[src/inc/fbc_pkg.sv]
// Contract
// bit 222 picks short or long bypass
// nineteen 4-bit trims packed from bit 140
// trim codes decode to drive percentages
// unlock key opens select and write registers
// select byte is the feature-bit address
// set command drives selected bit to one
// host clears write register after each set
// host changes only bits that differ
// untouched bits keep defaults; locked writes ignored
package fbc_pkg;

    ////////////////////////////////////////////////////////////////////////////
    // link register numbers and command values
    localparam logic [7:0] FBC_REG_UNLOCK = 8'h08; // unlock register
    localparam logic [7:0] FBC_REG_SELECT = 8'h09; // bit-select register
    localparam logic [7:0] FBC_REG_WRITE = 8'h0a; // bit-write register
    localparam logic [7:0] FBC_UNLOCK_KEY = 8'hbb; // key pattern 1011_1011
    localparam logic [7:0] FBC_SET_CMD = 8'h82; // set selected bit, 1000_0010
    localparam logic [7:0] FBC_CLEAR_CMD = 8'h00; // idle value after a set

    ////////////////////////////////////////////////////////////////////////////
    // feature-bit space layout
    localparam logic [7:0] FBC_BYPASS_BIT = 8'hde; // bit 222
    localparam logic [7:0] FBC_TRIM_BASE = 8'h8c; // bit 140
    localparam logic [7:0] FBC_TRIM_LAST = 8'hd7; // bit 215
    localparam int FBC_NUM_OUT = 19; // drive-trim fields
    localparam int FBC_TRIM_W = 4; // bits per trim field
    localparam int FBC_LO = 140; // lowest stored feature bit
    localparam int FBC_HI = 222; // highest stored feature bit
    localparam logic FBC_BIT_RESET = 1'b0; // default of every feature bit

    ////////////////////////////////////////////////////////////////////////////
    // drive-trim codes and the levels they give, in percent
    localparam logic [3:0] FBC_TRIM_100 = 4'h0;
    localparam logic [3:0] FBC_TRIM_90 = 4'h1;
    localparam logic [3:0] FBC_TRIM_80 = 4'h3;
    localparam logic [3:0] FBC_TRIM_70 = 4'h4;
    localparam logic [3:0] FBC_TRIM_60 = 4'h6;
    localparam logic [3:0] FBC_TRIM_50 = 4'h7;
    localparam logic [3:0] FBC_TRIM_40 = 4'ha;
    localparam logic [3:0] FBC_TRIM_30 = 4'hb;
    localparam logic [3:0] FBC_TRIM_20 = 4'hc;
    localparam logic [3:0] FBC_TRIM_10 = 4'he;
    localparam logic [3:0] FBC_TRIM_0 = 4'hf;
    localparam logic [6:0] FBC_PCT_DEFAULT = 7'h64; // 100 percent

    ////////////////////////////////////////////////////////////////////////////
    // host wishbone map and fields
    localparam logic [7:0] FBC_WB_CMD = 8'h00; // field command
    localparam logic [7:0] FBC_WB_STATUS = 8'h04; // status, w1c sticky bits
    localparam int FBC_CMD_ADDR_LSB = 0; // [7:0] first feature bit
    localparam int FBC_CMD_WID_LSB = 8; // [9:8] field width minus one
    localparam int FBC_CMD_VAL_LSB = 12; // [15:12] wanted field value
    localparam int FBC_ST_BUSY = 0; // sequence running
    localparam int FBC_ST_CLR_ERR = 1; // sticky: a one could not be cleared
    localparam int FBC_ST_IGNORED = 2; // sticky: command while busy
    localparam int FBC_ST_CNT_LSB = 8; // [15:8] bits changed so far

    // host sequencer states
    typedef enum logic [5:0] {
        FBC_H_IDLE = 6'h01,
        FBC_H_UNLOCK = 6'h02,
        FBC_H_SELECT = 6'h04,
        FBC_H_SET = 6'h08,
        FBC_H_CLEAR = 6'h10,
        FBC_H_NEXT = 6'h20
    } fbc_hstate_e;

endpackage

[src/inc/fbc_link_if.sv]
`timescale 1ns/1ps
// byte register writes from the host controller into the feature space
interface fbc_link_if;
    logic wr_stb; // one-cycle write strobe
    logic [7:0] wr_reg; // register number
    logic [7:0] wr_data; // register value

    modport dev (input wr_stb, input wr_reg, input wr_data);
    modport host (output wr_stb, output wr_reg, output wr_data);
endinterface

[src/fbc_host.sv]
// Design decision made here: the Wishbone slave port.
`timescale 1ns/1ps
// host controller: takes field commands over wishbone, walks the bits
module fbc_host
    import fbc_pkg::*;
(
    // clock and reset
    input wire logic clock_i,
    input wire logic reset_n_i,
    // wishbone classic slave
    input wire logic wb_cyc_i,
    input wire logic wb_stb_i,
    input wire logic wb_we_i,
    input wire logic [7:0] wb_adr_i,
    input wire logic [3:0] wb_sel_i,
    input wire logic [31:0] wb_dat_i,
    output logic [31:0] wb_dat_o,
    output logic wb_ack_o,
    // register writes toward the device
    fbc_link_if.host link
);

    ////////////////////////////////////////////////////////////////////////////
    // state
    fbc_hstate_e st_r, st_nxt; // sequencer state
    logic [255:0] shadow_r, shadow_nxt; // copy of the device feature bits
    logic unl_r, unl_nxt; // unlock already sent
    logic [15:0] cmd_r, cmd_nxt; // last accepted command
    logic [1:0] bit_r, bit_nxt; // bit index within the field
    logic err_r, err_nxt; // sticky: wanted zero on a set bit
    logic ign_r, ign_nxt; // sticky: command while busy
    logic [7:0] cnt_r, cnt_nxt; // bits changed
    logic stb_r, stb_nxt; // link strobe
    logic [7:0] reg_r, reg_nxt; // link register number
    logic [7:0] dat_r, dat_nxt; // link data
    logic ack_r, ack_nxt; // wishbone ack
    logic [31:0] rd_r, rd_nxt; // wishbone read data

    logic req; // new wishbone request this cycle
    logic [7:0] cur_addr; // feature bit being worked on
    logic want; // wanted value of that bit

    assign req = wb_cyc_i && wb_stb_i && !ack_r;
    assign cur_addr = cmd_r[FBC_CMD_ADDR_LSB +: 8] + {6'h00, bit_r};
    assign want = cmd_r[FBC_CMD_VAL_LSB + bit_r];

    ////////////////////////////////////////////////////////////////////////////
    // next values: bus slave and bit sequencer
    always_comb begin
        st_nxt = st_r;
        shadow_nxt = shadow_r;
        unl_nxt = unl_r;
        cmd_nxt = cmd_r;
        bit_nxt = bit_r;
        err_nxt = err_r;
        ign_nxt = ign_r;
        cnt_nxt = cnt_r;
        stb_nxt = 1'b0;
        reg_nxt = reg_r;
        dat_nxt = dat_r;
        ack_nxt = req; // answer one cycle after the request
        rd_nxt = 32'h0000_0000;
        // reads; unmapped addresses read zero
        if (req && !wb_we_i) begin
            if (wb_adr_i == FBC_WB_CMD) begin
                rd_nxt = {16'h0000, cmd_r};
            end else if (wb_adr_i == FBC_WB_STATUS) begin
                rd_nxt = {16'h0000, cnt_r, 5'h00, ign_r, err_r, (st_r != FBC_H_IDLE)};
            end
        end
        // sequencer; sticky bits set here win over a clear below
        case (st_r)
            FBC_H_IDLE: begin
                bit_nxt = 2'h0;
            end
            FBC_H_UNLOCK: begin
                stb_nxt = 1'b1;
                reg_nxt = FBC_REG_UNLOCK;
                dat_nxt = FBC_UNLOCK_KEY;
                unl_nxt = 1'b1;
                st_nxt = FBC_H_NEXT;
            end
            FBC_H_NEXT: begin
                // skip bits already right; a one cannot be taken back
                if (want == shadow_r[cur_addr]) begin
                    st_nxt = FBC_H_SELECT;
                end else if (!want) begin
                    err_nxt = 1'b1;
                    st_nxt = FBC_H_SELECT;
                end else begin
                    stb_nxt = 1'b1;
                    reg_nxt = FBC_REG_SELECT;
                    dat_nxt = cur_addr;
                    st_nxt = FBC_H_SET;
                end
                if (st_nxt == FBC_H_SELECT) begin
                    // nothing to write: advance or finish
                    if (bit_r == cmd_r[FBC_CMD_WID_LSB +: 2]) begin
                        st_nxt = FBC_H_IDLE;
                    end else begin
                        bit_nxt = bit_r + 2'h1;
                        st_nxt = FBC_H_NEXT;
                    end
                end
            end
            FBC_H_SET: begin
                stb_nxt = 1'b1;
                reg_nxt = FBC_REG_WRITE;
                dat_nxt = FBC_SET_CMD;
                shadow_nxt[cur_addr] = 1'b1;
                cnt_nxt = cnt_r + 8'h01;
                st_nxt = FBC_H_CLEAR;
            end
            FBC_H_CLEAR: begin
                stb_nxt = 1'b1;
                reg_nxt = FBC_REG_WRITE;
                dat_nxt = FBC_CLEAR_CMD;
                st_nxt = FBC_H_SELECT;
            end
            FBC_H_SELECT: begin
                // after the clear, move on to the next bit of the field, or finish after the last one
                if (bit_r == cmd_r[FBC_CMD_WID_LSB +: 2]) begin
                    st_nxt = FBC_H_IDLE;
                end else begin
                    bit_nxt = bit_r + 2'h1;
                    st_nxt = FBC_H_NEXT;
                end
            end
            default: begin
                st_nxt = FBC_H_IDLE;
            end
        endcase
        // writes take effect at the ack edge
        if (req && wb_we_i) begin
            if (wb_adr_i == FBC_WB_CMD && wb_sel_i[1:0] == 2'h3) begin
                if (st_r == FBC_H_IDLE) begin
                    cmd_nxt = wb_dat_i[15:0];
                    bit_nxt = 2'h0;
                    st_nxt = unl_r ? FBC_H_NEXT : FBC_H_UNLOCK;
                end else begin
                    ign_nxt = 1'b1;
                end
            end else if (wb_adr_i == FBC_WB_STATUS && wb_sel_i[0]) begin
                if (wb_dat_i[FBC_ST_CLR_ERR] && st_r != FBC_H_NEXT) err_nxt = 1'b0;
                if (wb_dat_i[FBC_ST_IGNORED] && !(ign_nxt && !ign_r)) ign_nxt = 1'b0;
            end
        end
    end

    // registers
    always_ff @(posedge clock_i or negedge reset_n_i) begin
        if (!reset_n_i) begin
            st_r <= FBC_H_IDLE;
            shadow_r <= '0;
            unl_r <= 1'b0;
            cmd_r <= 16'h0000;
            bit_r <= 2'h0;
            err_r <= 1'b0;
            ign_r <= 1'b0;
            cnt_r <= 8'h00;
            stb_r <= 1'b0;
            reg_r <= 8'h00;
            dat_r <= 8'h00;
            ack_r <= 1'b0;
            rd_r <= 32'h0000_0000;
        end else begin
            st_r <= st_nxt;
            shadow_r <= shadow_nxt;
            unl_r <= unl_nxt;
            cmd_r <= cmd_nxt;
            bit_r <= bit_nxt;
            err_r <= err_nxt;
            ign_r <= ign_nxt;
            cnt_r <= cnt_nxt;
            stb_r <= stb_nxt;
            reg_r <= reg_nxt;
            dat_r <= dat_nxt;
            ack_r <= ack_nxt;
            rd_r <= rd_nxt;
        end
    end

    ////////////////////////////////////////////////////////////////////////////
    // outputs from flip-flops
    assign wb_ack_o = ack_r;
    assign wb_dat_o = rd_r;
    assign link.wr_stb = stb_r;
    assign link.wr_reg = reg_r;
    assign link.wr_data = dat_r;

endmodule

[src/flat_wrapper.sv]
// flat-port wrapper written by rule: the top's interface ports become plain ports
module fbc_host_flat import fbc_pkg::*;
  (clock_i, reset_n_i, wb_cyc_i, wb_stb_i, wb_we_i, wb_adr_i, wb_sel_i, wb_dat_i, wb_dat_o, wb_ack_o, link_wr_stb, link_wr_reg, link_wr_data);
  fbc_link_if link_i ();
  input wire logic clock_i;
  input wire logic reset_n_i;
  input wire logic wb_cyc_i;
  input wire logic wb_stb_i;
  input wire logic wb_we_i;
  input wire logic [7:0] wb_adr_i;
  input wire logic [3:0] wb_sel_i;
  input wire logic [31:0] wb_dat_i;
  output logic [31:0] wb_dat_o;
  output logic wb_ack_o;
  output wire logic [$bits(link_i.wr_stb)-1:0] link_wr_stb;
  output wire logic [$bits(link_i.wr_reg)-1:0] link_wr_reg;
  output wire logic [$bits(link_i.wr_data)-1:0] link_wr_data;
  assign link_wr_stb = link_i.wr_stb;
  assign link_wr_reg = link_i.wr_reg;
  assign link_wr_data = link_i.wr_data;
  fbc_host u_core (.clock_i(clock_i), .reset_n_i(reset_n_i), .wb_cyc_i(wb_cyc_i), .wb_stb_i(wb_stb_i), .wb_we_i(wb_we_i), .wb_adr_i(wb_adr_i), .wb_sel_i(wb_sel_i), .wb_dat_i(wb_dat_i), .wb_dat_o(wb_dat_o), .wb_ack_o(wb_ack_o), .link(link_i));
endmodule
[config.mk]
export PLATFORM = sky130hd
export DESIGN_NAME = fbc_host_flat
export DESIGN_NICKNAME = d
export VERILOG_FILES = /design/src/inc/fbc_pkg.sv /design/src/inc/fbc_link_if.sv /design/src/fbc_host.sv /design/src/flat_wrapper.sv
export SDC_FILE = /design/constraint.sdc
export NUM_CORES = 1
export LEC_CHECK = 0
export BUFFER_PORTS_ARGS = -buffer_cell sky130_fd_sc_hd__buf_4
export CAP_MARGIN = 40
export CORE_MARGIN = 8
export CORE_UTILIZATION = 60
export DETAILED_ROUTE_END_ITERATION = 8
export HOLD_SLACK_MARGIN = 0.02
export PLACE_DENSITY = 0.86
export SETUP_SLACK_MARGIN = 0.2
export SYNTH_ARGS = -nofsm -noshare
export SYNTH_HDL_FRONTEND = slang
export SYNTH_SLANG_ARGS = --single-unit
[constraint.sdc]
create_clock -name clock_i -period 8.75 [get_ports clock_i]
set_input_delay 0.4375 -clock clock_i [delete_from_list [all_inputs] [get_ports clock_i]]
set_output_delay 0.4375 -clock clock_i [all_outputs]
set_load 0.05 [all_outputs]
==> impl_summary.txt, run 1 <==
----------------------------------------------------
[Run status]
  Status ... completed

[STA]
  Worst-case setup margin in the final layout ... around 2500 ps
  Count of endpoints failing setup in the final report ... 0
  Pins Over Slew Limit ... 0
  Setup TNS Final ... 0 ps
  Max Fclk ... about 160 MHz
  Final Skew ... between 15 and 20 ps
  Transition time at the pin with the least slew margin ... roughly 910 ps
  Hold Fails Final Rpt ... 0
  Worst relative slew slack ... 39.5%
  Crit path time final ... between 6000 and 7000 ps
  RSZ-0062 raised after global routing ... no
  Final worst-path cycle share ... a little under three quarters

[Clock network]
  H-tree levels ... 1
  Clock-pin slew on the worst setup and hold paths ... ~60 ps
  Buffer cell driving the clock tree root ... sky130_fd_sc_hd__clkbuf_16
  Clk buf depth ... 3
  Number of sinks driven by the clock tree ... 320
  Number of clock buffers inserted by TritonCTS ... 31
  Clock latency reported for the late side of the worst-skew pair ... 570 ps
  Post-cts repair resize count ... 0
  TritonCTS clock tree ... built

[Finish]
  Final Net Count ... roughly 1.2k
  Number of antenna cells inserted ... 0
  Flip-flop count of the largest register after layout ... around 260
  Layout cells sized above 1 ... around 22%
  Relative area change from synthesis to final layout ... 13.8%
  Register containing the most flip-flops in the final layout ... u_core.shadow_r
  Filler cell count ... between 1.5k and 2k
  Post-route cell area ... 16200 µm²

[Floorplanning]
  Die Wd ... around 170 µm
  Area of the placeable core ... 23400 µm²
  Number of placement rows ... 56
  DIE AREA ... 28900 µm²
  Ports placed on the boundary ... 99
  Overall die height ... approximately 170 µm
  Initial Util ... about three fifths

[Placement]
  Count of input and output buffers ... slightly below 60
  Cell Area, Placed ... about 15000 µm²
  GPL Wtd Cong ... ~0.85
  Setup slack after placement ... 2640 ps
  Detailed placement HPWL ... 21.6 mm

[Power]
  Cell area power density ... around 180 nW/µm²
  VDD IR-drop max ... between 0.1 and 0.15 mV
  Static leakage ... 0.00839 µW

[Critical path]
  Worst Setup End Kind ... flop
  Type of element launching the critical path ... flop
  Launching point of the worst reg2reg path ... u_core.bit_r[0]
  WP data arrival ... roughly 6700 ps
  Required @ worst endpoint ... roughly 9200 ps
  Cell chain of the critical path ... ha_4, fa_2, buf_4, mux4_2, and2_0, a2111oi_0, a31oi_1, a32o_1, or4_4, nor4_2, ha_1, nor2_1, nand2_1, nand2_1, nor2_1, a21oi_1
  Crit path max fanout ... 39
  Path type of the worst setup path ... reg2reg
  Cell at the slowest stage of the critical path ... sky130_fd_sc_hd__fa_2
  Startpoint of the worst setup timing path ... u_core.bit_r[0]
  CP peak stage delay ... 1120 ps

[Drt]
  Number of vias per cell ... between 6 and 7
  Pre-Repair DR Iteration Count ... 5
  Wire length per cell after detailed routing ... 22.9 µm
  Antenna Violating Nets Remaining ... 0
  DRT iter0 DRCs ... 1127
  Count of unresolved DRC violations after routing ... 0
  Detailed Route WL ... approximately 35 mm
  Vias after detailed routing ... 9841

[Synth]
  Synthesized-area fraction occupied by and/or/nand/nor cells ... roughly 8.6%
  Number of enable-type register cells in the synthesized netlist ... 0
  Cell with the most instances after synthesis ... sky130_fd_sc_hd__dfrtp_1
  Flip-flop and latch count after synthesis ... 320
  Primary FF master, synth ... sky130_fd_sc_hd__dfrtp_1
  Warnings, synthesis ... 0
  Synth top area cells ... sky130_fd_sc_hd__dfrtp_1 56%, sky130_fd_sc_hd__mux4_2 9.6%, sky130_fd_sc_hd__a21o_1 6.9%
  Mux share of post-synthesis cell area ... roughly an eighth
  Number of instances in the synthesized netlist ... ~1.1k
  Async S/R FF share, synth ... 100%
  Top cell type's share of synthesized area ... 56.1%
  Synth Area per Inst ... 12.8 µm²
  Post-synthesis cell type with the largest combined area ... sky130_fd_sc_hd__dfrtp_1
  Fraction of the yosys area taken by sequential cells ... between 50% and 60%
  Synthesized-area fraction occupied by adder cells ... 0.580%
  Summed instance area of the synthesized netlist ... approximately 14000 µm²
  Xor/xnor cell area share of the yosys netlist ... 1.10%
  Post-synth cell types ... between 60 and 70
  Top cell types by occurrence after synthesis ... 319 x sky130_fd_sc_hd__dfrtp_1, 130 x sky130_fd_sc_hd__a21o_1, 128 x sky130_fd_sc_hd__o21bai_1, 74 x sky130_fd_sc_hd__nand2_1, 61 x sky130_fd_sc_hd__mux4_2
  Largest family of logic cells by synthesized area ... compound AO/OA/AOI/OAI gates
  Area fraction in compound gates after synthesis ... roughly 17%

[GRT]
  Total overflow reported by the global router ... 0
  Pin count of the biggest net entering global routing ... between 100 and 150
  First-pass GRT wire length ... around 56 mm
  Antenna violations before repair ... 0
  Number of global-route vias before repair ... between 10k and 15k
  Global routing usage summed across all routing layers ... 24.4%

[Min path]
  Hold path startpoint ... wb_dat_i[11]
  Worst hold-check path type ... in2reg

[Job]
  Total of max-cap violations ... 0

----------------------------------------------------
## worst paths after layout
| kind | to | slack, ps | cells after the start |
|---|---|---|---|
| max | u_core.link.wr_data[4] | 2510 | 16 |
| min | u_core.cmd_r[11] | 110 | 2 |
| max reg2reg | u_core.link.wr_data[4] | 2510 | 16 |
| min reg2reg | u_core.st_r[1] | 450 | 1 |
| max in group asynchronous | u_core.shadow_r[187] | 6310 | 5 |
| min in group asynchronous | u_core.cmd_r[11] | 470 | 2 |
## timing repair
| action | 4_1_cts | 5_1_grt |
|---|---|---|
| hold buffers | 1 | 0 |
| buffers inserted | 0 | 0 |
| hold endpoints to repair | 105 | 0 |
## worst max-delay path, delay by kind of cell (launching register included)
family                   cells  cell delay (ps)
multiplexers                 1              400
buffers and inverters        1              630
adder cells (fa/ha/maj)      3             1680
flip-flops                   1              480
AND/OR/NAND/NOR              7             1900
AO/OA/AOI/OAI                4             1000
## power by group
part | total (µW) | switching, µW | internal [µW]
logic | 73.9 | 58.2 | 15.6
registers | 1480 | 0.868 | 1480
clock network | 1410 | 558 | 853
total | 2970 | 617 | 2350
## cell families (layout without fill, tap and decap cells)
group,Yosys count,count (layout)
AOI/OAI and AO/OA,335,335
xor gates and xnor gates,17,17
adders and majority gates,6,6
buffers and inverters,98,159
DFF,320,320
muxes,101,101
other,1,21
and+or+nand+nor,232,232
## stage by stage
step / util (%) / total power [µW] / cells / hold WS (ps)
after global routing: 69.2 / 3040 / 1510 / 99.4
after CTS: 69.2 / 2980 / 1510 / 83.7
after global placement: 63.9 / 1580 / 1437 / 430
after floorplan: - / 1540 / 1130 / 142
final: 69.2 / 2970 / 1510 / 106
after detailed placement: 64.6 / 1580 / 1454 / 433
## layer usage
layer  track usage (%)  up-vias  wire [µm]
met4              9.95        0       1070
met5                 0        -          0
met3              4.87       96       3360
li1                  -     4172          -
met1              33.6     5029      13900
met2              38.0      544      16200
## layout by cell type, fill, tap and decap left out, types with 7 or more instances in the layout
cell / n
sky130_fd_sc_hd__a21o_1: 130
sky130_fd_sc_hd__a21oi_1: 22
sky130_fd_sc_hd__a31oi_1: 8
sky130_fd_sc_hd__and2_1: 13
sky130_fd_sc_hd__buf_4: 93
sky130_fd_sc_hd__clkbuf_16: 31
sky130_fd_sc_hd__clkbuf_8: 7
sky130_fd_sc_hd__conb_1: 21
sky130_fd_sc_hd__dfrtp_1: 319
sky130_fd_sc_hd__inv_1: 7
sky130_fd_sc_hd__mux2_2: 18
sky130_fd_sc_hd__mux2i_1: 20
sky130_fd_sc_hd__mux4_2: 61
sky130_fd_sc_hd__nand2_1: 74
sky130_fd_sc_hd__nand2b_1: 9
sky130_fd_sc_hd__nand3_1: 19
sky130_fd_sc_hd__nand4_1: 20
sky130_fd_sc_hd__nor2_1: 32
sky130_fd_sc_hd__nor3_1: 9
sky130_fd_sc_hd__nor4_1: 7
sky130_fd_sc_hd__nor4_2: 17
sky130_fd_sc_hd__o21ai_0: 11
sky130_fd_sc_hd__o21bai_1: 128
sky130_fd_sc_hd__xnor2_1: 11
## final cells by class
cell class | count | area, µm² | share of cell area (%)
sequential | 320 | 8010 | 49.4
multi-input combinational | 712 | 5920 | 36.6
clock inverter | 11 | 186 | 1.15
clock buffer | 44 | 895 | 5.52
timing repair buffer | 97 | 763 | 4.71
tap | 319 | 399 | 2.46
inverter | 7 | 26.3 | 0.162
No activity file was read; power rests on OpenSTA's default activity.
==> run 2, diff against run 1 <==
- ABC_AREA: unset -> 1
- CORE_UTILIZATION: 60 -> 55
- PLACE_DENSITY: 0.86 -> 0.83
- clock period: 8.75 -> 5.2 ns (I/O delays scaled with it)
==> run 2 against run 1 <==
  * Sequential power increased by 68%
  * Sequential cell count unchanged
  * Cell count increased by 40%
  * Routed wire length grew 11%
  * Non-clock buffer count is 11 higher
  * Worst setup slack worse by 1900 ps
  * Critical endpoint is now u_core.link.wr_data[7]
==> impl_summary.txt, run 2 <==
----------------------------------------------------
[STA]
  Final Skew ... 22.8 ps
  Pins Over Slew Limit ... 0
  RSZ-0062 raised after global routing ... no
  Final worst-path cycle share ... roughly 90%
  Crit path time final ... between 4000 and 5000 ps
  Count of endpoints failing setup in the final report ... 0
  Transition time at the pin with the least slew margin ... around 1100 ps
  Setup TNS Final ... 0 ps
  Hold Fails Final Rpt ... 0
  Worst relative slew slack ... a little over a quarter
  Max Fclk ... between 200 and 250 MHz

[Min path]
  Worst hold-check path type ... in2reg
  Hold path startpoint ... wb_we_i
  Hold endpoint ... u_core.ign_r
  Hold depth ... 3

[Clock network]
  H-tree levels ... 2
  Buffer cell driving the clock tree root ... sky130_fd_sc_hd__clkbuf_16
  Number of clock buffers inserted by TritonCTS ... 34
  Clock-pin slew on the worst setup and hold paths ... around 60 ps
  TritonCTS clock tree ... built
  Number of sinks driven by the clock tree ... between 300 and 400
  Clock latency reported for the late side of the worst-skew pair ... roughly 520 ps
  Clk buf depth ... 3
  Buffers inserted by post-CTS timing repair ... 0

[Floorplanning]
  Overall die height ... roughly 180 µm
  DIE AREA ... about 32000 µm²
  Area of the placeable core ... 26100 µm²
  Number of placement rows ... ~60
  Initial Util ... roughly 56%
  Ports placed on the boundary ... between 90 and 100
  Die Wd ... 179 µm

[Drt]
  Pre-Repair DR Iteration Count ... 8
  Antenna Violating Nets Remaining ... 0
  Detailed Route WL ... approximately 38 mm
  Wire length per cell after detailed routing ... 18.1 µm
  Number of vias per cell ... around 5.7
  Vias after detailed routing ... ~12k
  DRT iter0 DRCs ... roughly 1.4k
  Count of unresolved DRC violations after routing ... 0

[Synth]
  Summed instance area of the synthesized netlist ... ~15000 µm²
  Post-synthesis cell type with the largest combined area ... sky130_fd_sc_hd__dfrtp_1
  Cell with the most instances after synthesis ... sky130_fd_sc_hd__nand2_1
  Number of enable-type register cells in the synthesized netlist ... 0
  Flip-flop and latch count after synthesis ... 320
  Async S/R FF share, synth ... 100%
  Primary FF master, synth ... sky130_fd_sc_hd__dfrtp_1
  Fraction of the yosys area taken by sequential cells ... between 50 and 60%
  Number of instances in the synthesized netlist ... between 1.5k and 2k
  Synth top area cells ... sky130_fd_sc_hd__dfrtp_1 55%, sky130_fd_sc_hd__nand2_1 8.9%, sky130_fd_sc_hd__inv_1 5.2%
  Top cell type's share of synthesized area ... between 50% and 60%
  Top cell types by occurrence after synthesis ... 345 x sky130_fd_sc_hd__nand2_1, 319 x sky130_fd_sc_hd__dfrtp_1, 203 x sky130_fd_sc_hd__inv_1, 203 x sky130_fd_sc_hd__nor2_1, 142 x sky130_fd_sc_hd__o21ai_0
  Post-synth cell types ... 38
  Synth Area per Inst ... 8.58 µm²
  Warnings, synthesis ... 0

[GRT]
  Pin count of the biggest net entering global routing ... 150
  Antenna violations before repair ... 0
  Global routing usage summed across all routing layers ... between 20% and 30%
  Total overflow reported by the global router ... 0
  First-pass GRT wire length ... 61.9 mm
  Number of global-route vias before repair ... about 12k

[Critical path]
  Worst Setup End Kind ... flop
  Crit path max fanout ... 28
  Buffer and inverter count on the worst path ... 5
  End of the worst register-to-register path ... u_core.link.wr_data[7]
  Launching point of the worst reg2reg path ... u_core.bit_r[0]
  WP data arrival ... approximately 5000 ps
  Crit path top cell by count ... sky130_fd_sc_hd__nand2_1
  Cell family with the largest share of critical-path delay ... simple AND/OR/NAND/NOR gates
  Required @ worst endpoint ... 5610 ps
  Cell at the slowest stage of the critical path ... sky130_fd_sc_hd__fa_1
  Reg-to-reg slack, setup ... just under 600 ps
  R2R cell count ... 25
  Type of element launching the critical path ... flop
  Path type of the worst setup path ... reg2reg
  CP peak stage delay ... a little under 500 ps

[Placement]
  Cell Area, Placed ... roughly 15000 µm²
  Placed cell count ... ~2k
  Count of input and output buffers ... just under 60
  GPL Wtd Cong ... 0.820
  Detailed placement HPWL ... approximately 23 mm

[Finish]
  Flip-flop count of the largest register after layout ... between 200 and 300
  Relative area change from synthesis to final layout ... 13.9%
  Share of the core filled with cells in the final layout ... 63.7%
  Post-route cell area ... about 17000 µm²
  Final Net Count ... roughly 1.8k
  Post-route non-filler standard cell count ... about 2.1k
  Most frequent cells in the layout ... 344 x sky130_fd_sc_hd__nand2_1, 319 x sky130_fd_sc_hd__dfrtp_1, 203 x sky130_fd_sc_hd__inv_1
  Filler cell count ... approximately 2.0k
  Register containing the most flip-flops in the final layout ... u_core.shadow_r
  Number of antenna cells inserted ... 0
  Leading cell type in the layout, fill and taps excluded ... sky130_fd_sc_hd__nand2_1
  Layout cells sized above 1 ... a little under an eighth

[Run status]
  Status ... completed

[Job]
  Total of max-cap violations ... 0

[Power]
  Static leakage ... just under 0.008 µW
  VDD IR-drop max ... between 0.3 and 0.4 mV
  Power, Total ... 4940 µW
  Cell area power density ... roughly 300 nW/µm²

----------------------------------------------------
[run 2: cell types whose count changed in the layout (fill, tap and decap cells not counted), moves of 29 or more]
cell and delta:
sky130_fd_sc_hd__a21o_1 -129, sky130_fd_sc_hd__inv_1 +196, sky130_fd_sc_hd__mux4_2 -61, sky130_fd_sc_hd__nand2_1 +270, sky130_fd_sc_hd__nand3_1 +89, sky130_fd_sc_hd__nor2_1 +170, sky130_fd_sc_hd__o21ai_0 +131, sky130_fd_sc_hd__o21ai_1 +74
sky130_fd_sc_hd__o21bai_1 -60, sky130_fd_sc_hd__o21bai_2 +29
[run 2: final cells by class]
type | instances | area (µm²) | share of cell area, %
clock buffers | 51 | 1010 | 6.06
inverters | 210 | 788 | 4.75
repair buffers | 108 | 992 | 5.97
multi-input cells | 1086 | 5340 | 32.2
flip-flops and latches | 320 | 8010 | 48.2
clock inverters | 8 | 50.0 | 0.301
well taps | 335 | 419 | 2.52
[run 2: worst max path at each step]
stage	depth (start not counted)	to	start	slack, ps
2_1_floorplan	25	u_core.link.wr_data[7]	u_core.bit_r[0]	1460
3_3_place_gp	22	u_core.link.wr_data[7]	u_core.bit_r[0]	600
3_5_place_dp	25	u_core.link.wr_data[7]	u_core.bit_r[0]	460
4_1_cts	25	u_core.link.wr_data[7]	u_core.bit_r[0]	450
5_1_grt	25	u_core.link.wr_data[7]	u_core.bit_r[0]	210
6_report	25	u_core.link.wr_data[7]	u_core.bit_r[0]	580
[run 2: metal layers]
layer	track usage (%)	share of wire (%)	wire length [µm]
met5	0	0	0
met4	12.8	4.6	1770
met3	4.72	8.1	3110
met2	39.7	48	18600
met1	29.9	39	14900
[run 2: cell families (layout without fill, tap and decap cells)]
logic type,after synthesis,in the layout,synth area share [%]
adder cells (fa/ha/maj),6,6,0.566
other,1,21,0.0257
AO/OA/AOI/OAI,356,356,14.8
AND/OR/NAND/NOR,691,691,19.5
XOR/XNOR,12,12,1.00
flip-flops,320,320,54.9
buffers and inverters,314,377,9.18
[run 2: repair_timing]
action	CTS	global route
resized for setup	0	2
endpoints found under the setup margin	0	6
hold endpoints to repair	164	0
hold buffers	19	0
[run 2: where the power goes]
group	internal, µW	total (µW)	switching, µW
sequential	2490	2490	0.929
clock	1340	2310	968
combinational	31.4	136	105
total	3860	4940	1070
[run 2: worst min-delay path, delay by kind of cell]
family / cells / cell delay (ps)
buf+inv: 1 / 110
compound gates: 1 / 90
simple gates: 1 / 80
[run 2: per-stage QoR]
stage / hold WS, ps / setup WS, ps
2_1_floorplan: -35.6 / 1460
3_3_place_gp: 412 / 599
3_5_place_dp: 426 / 459
4_1_cts: 59.8 / 451
5_1_grt: 70.3 / 212
6_report: 68.4 / 580
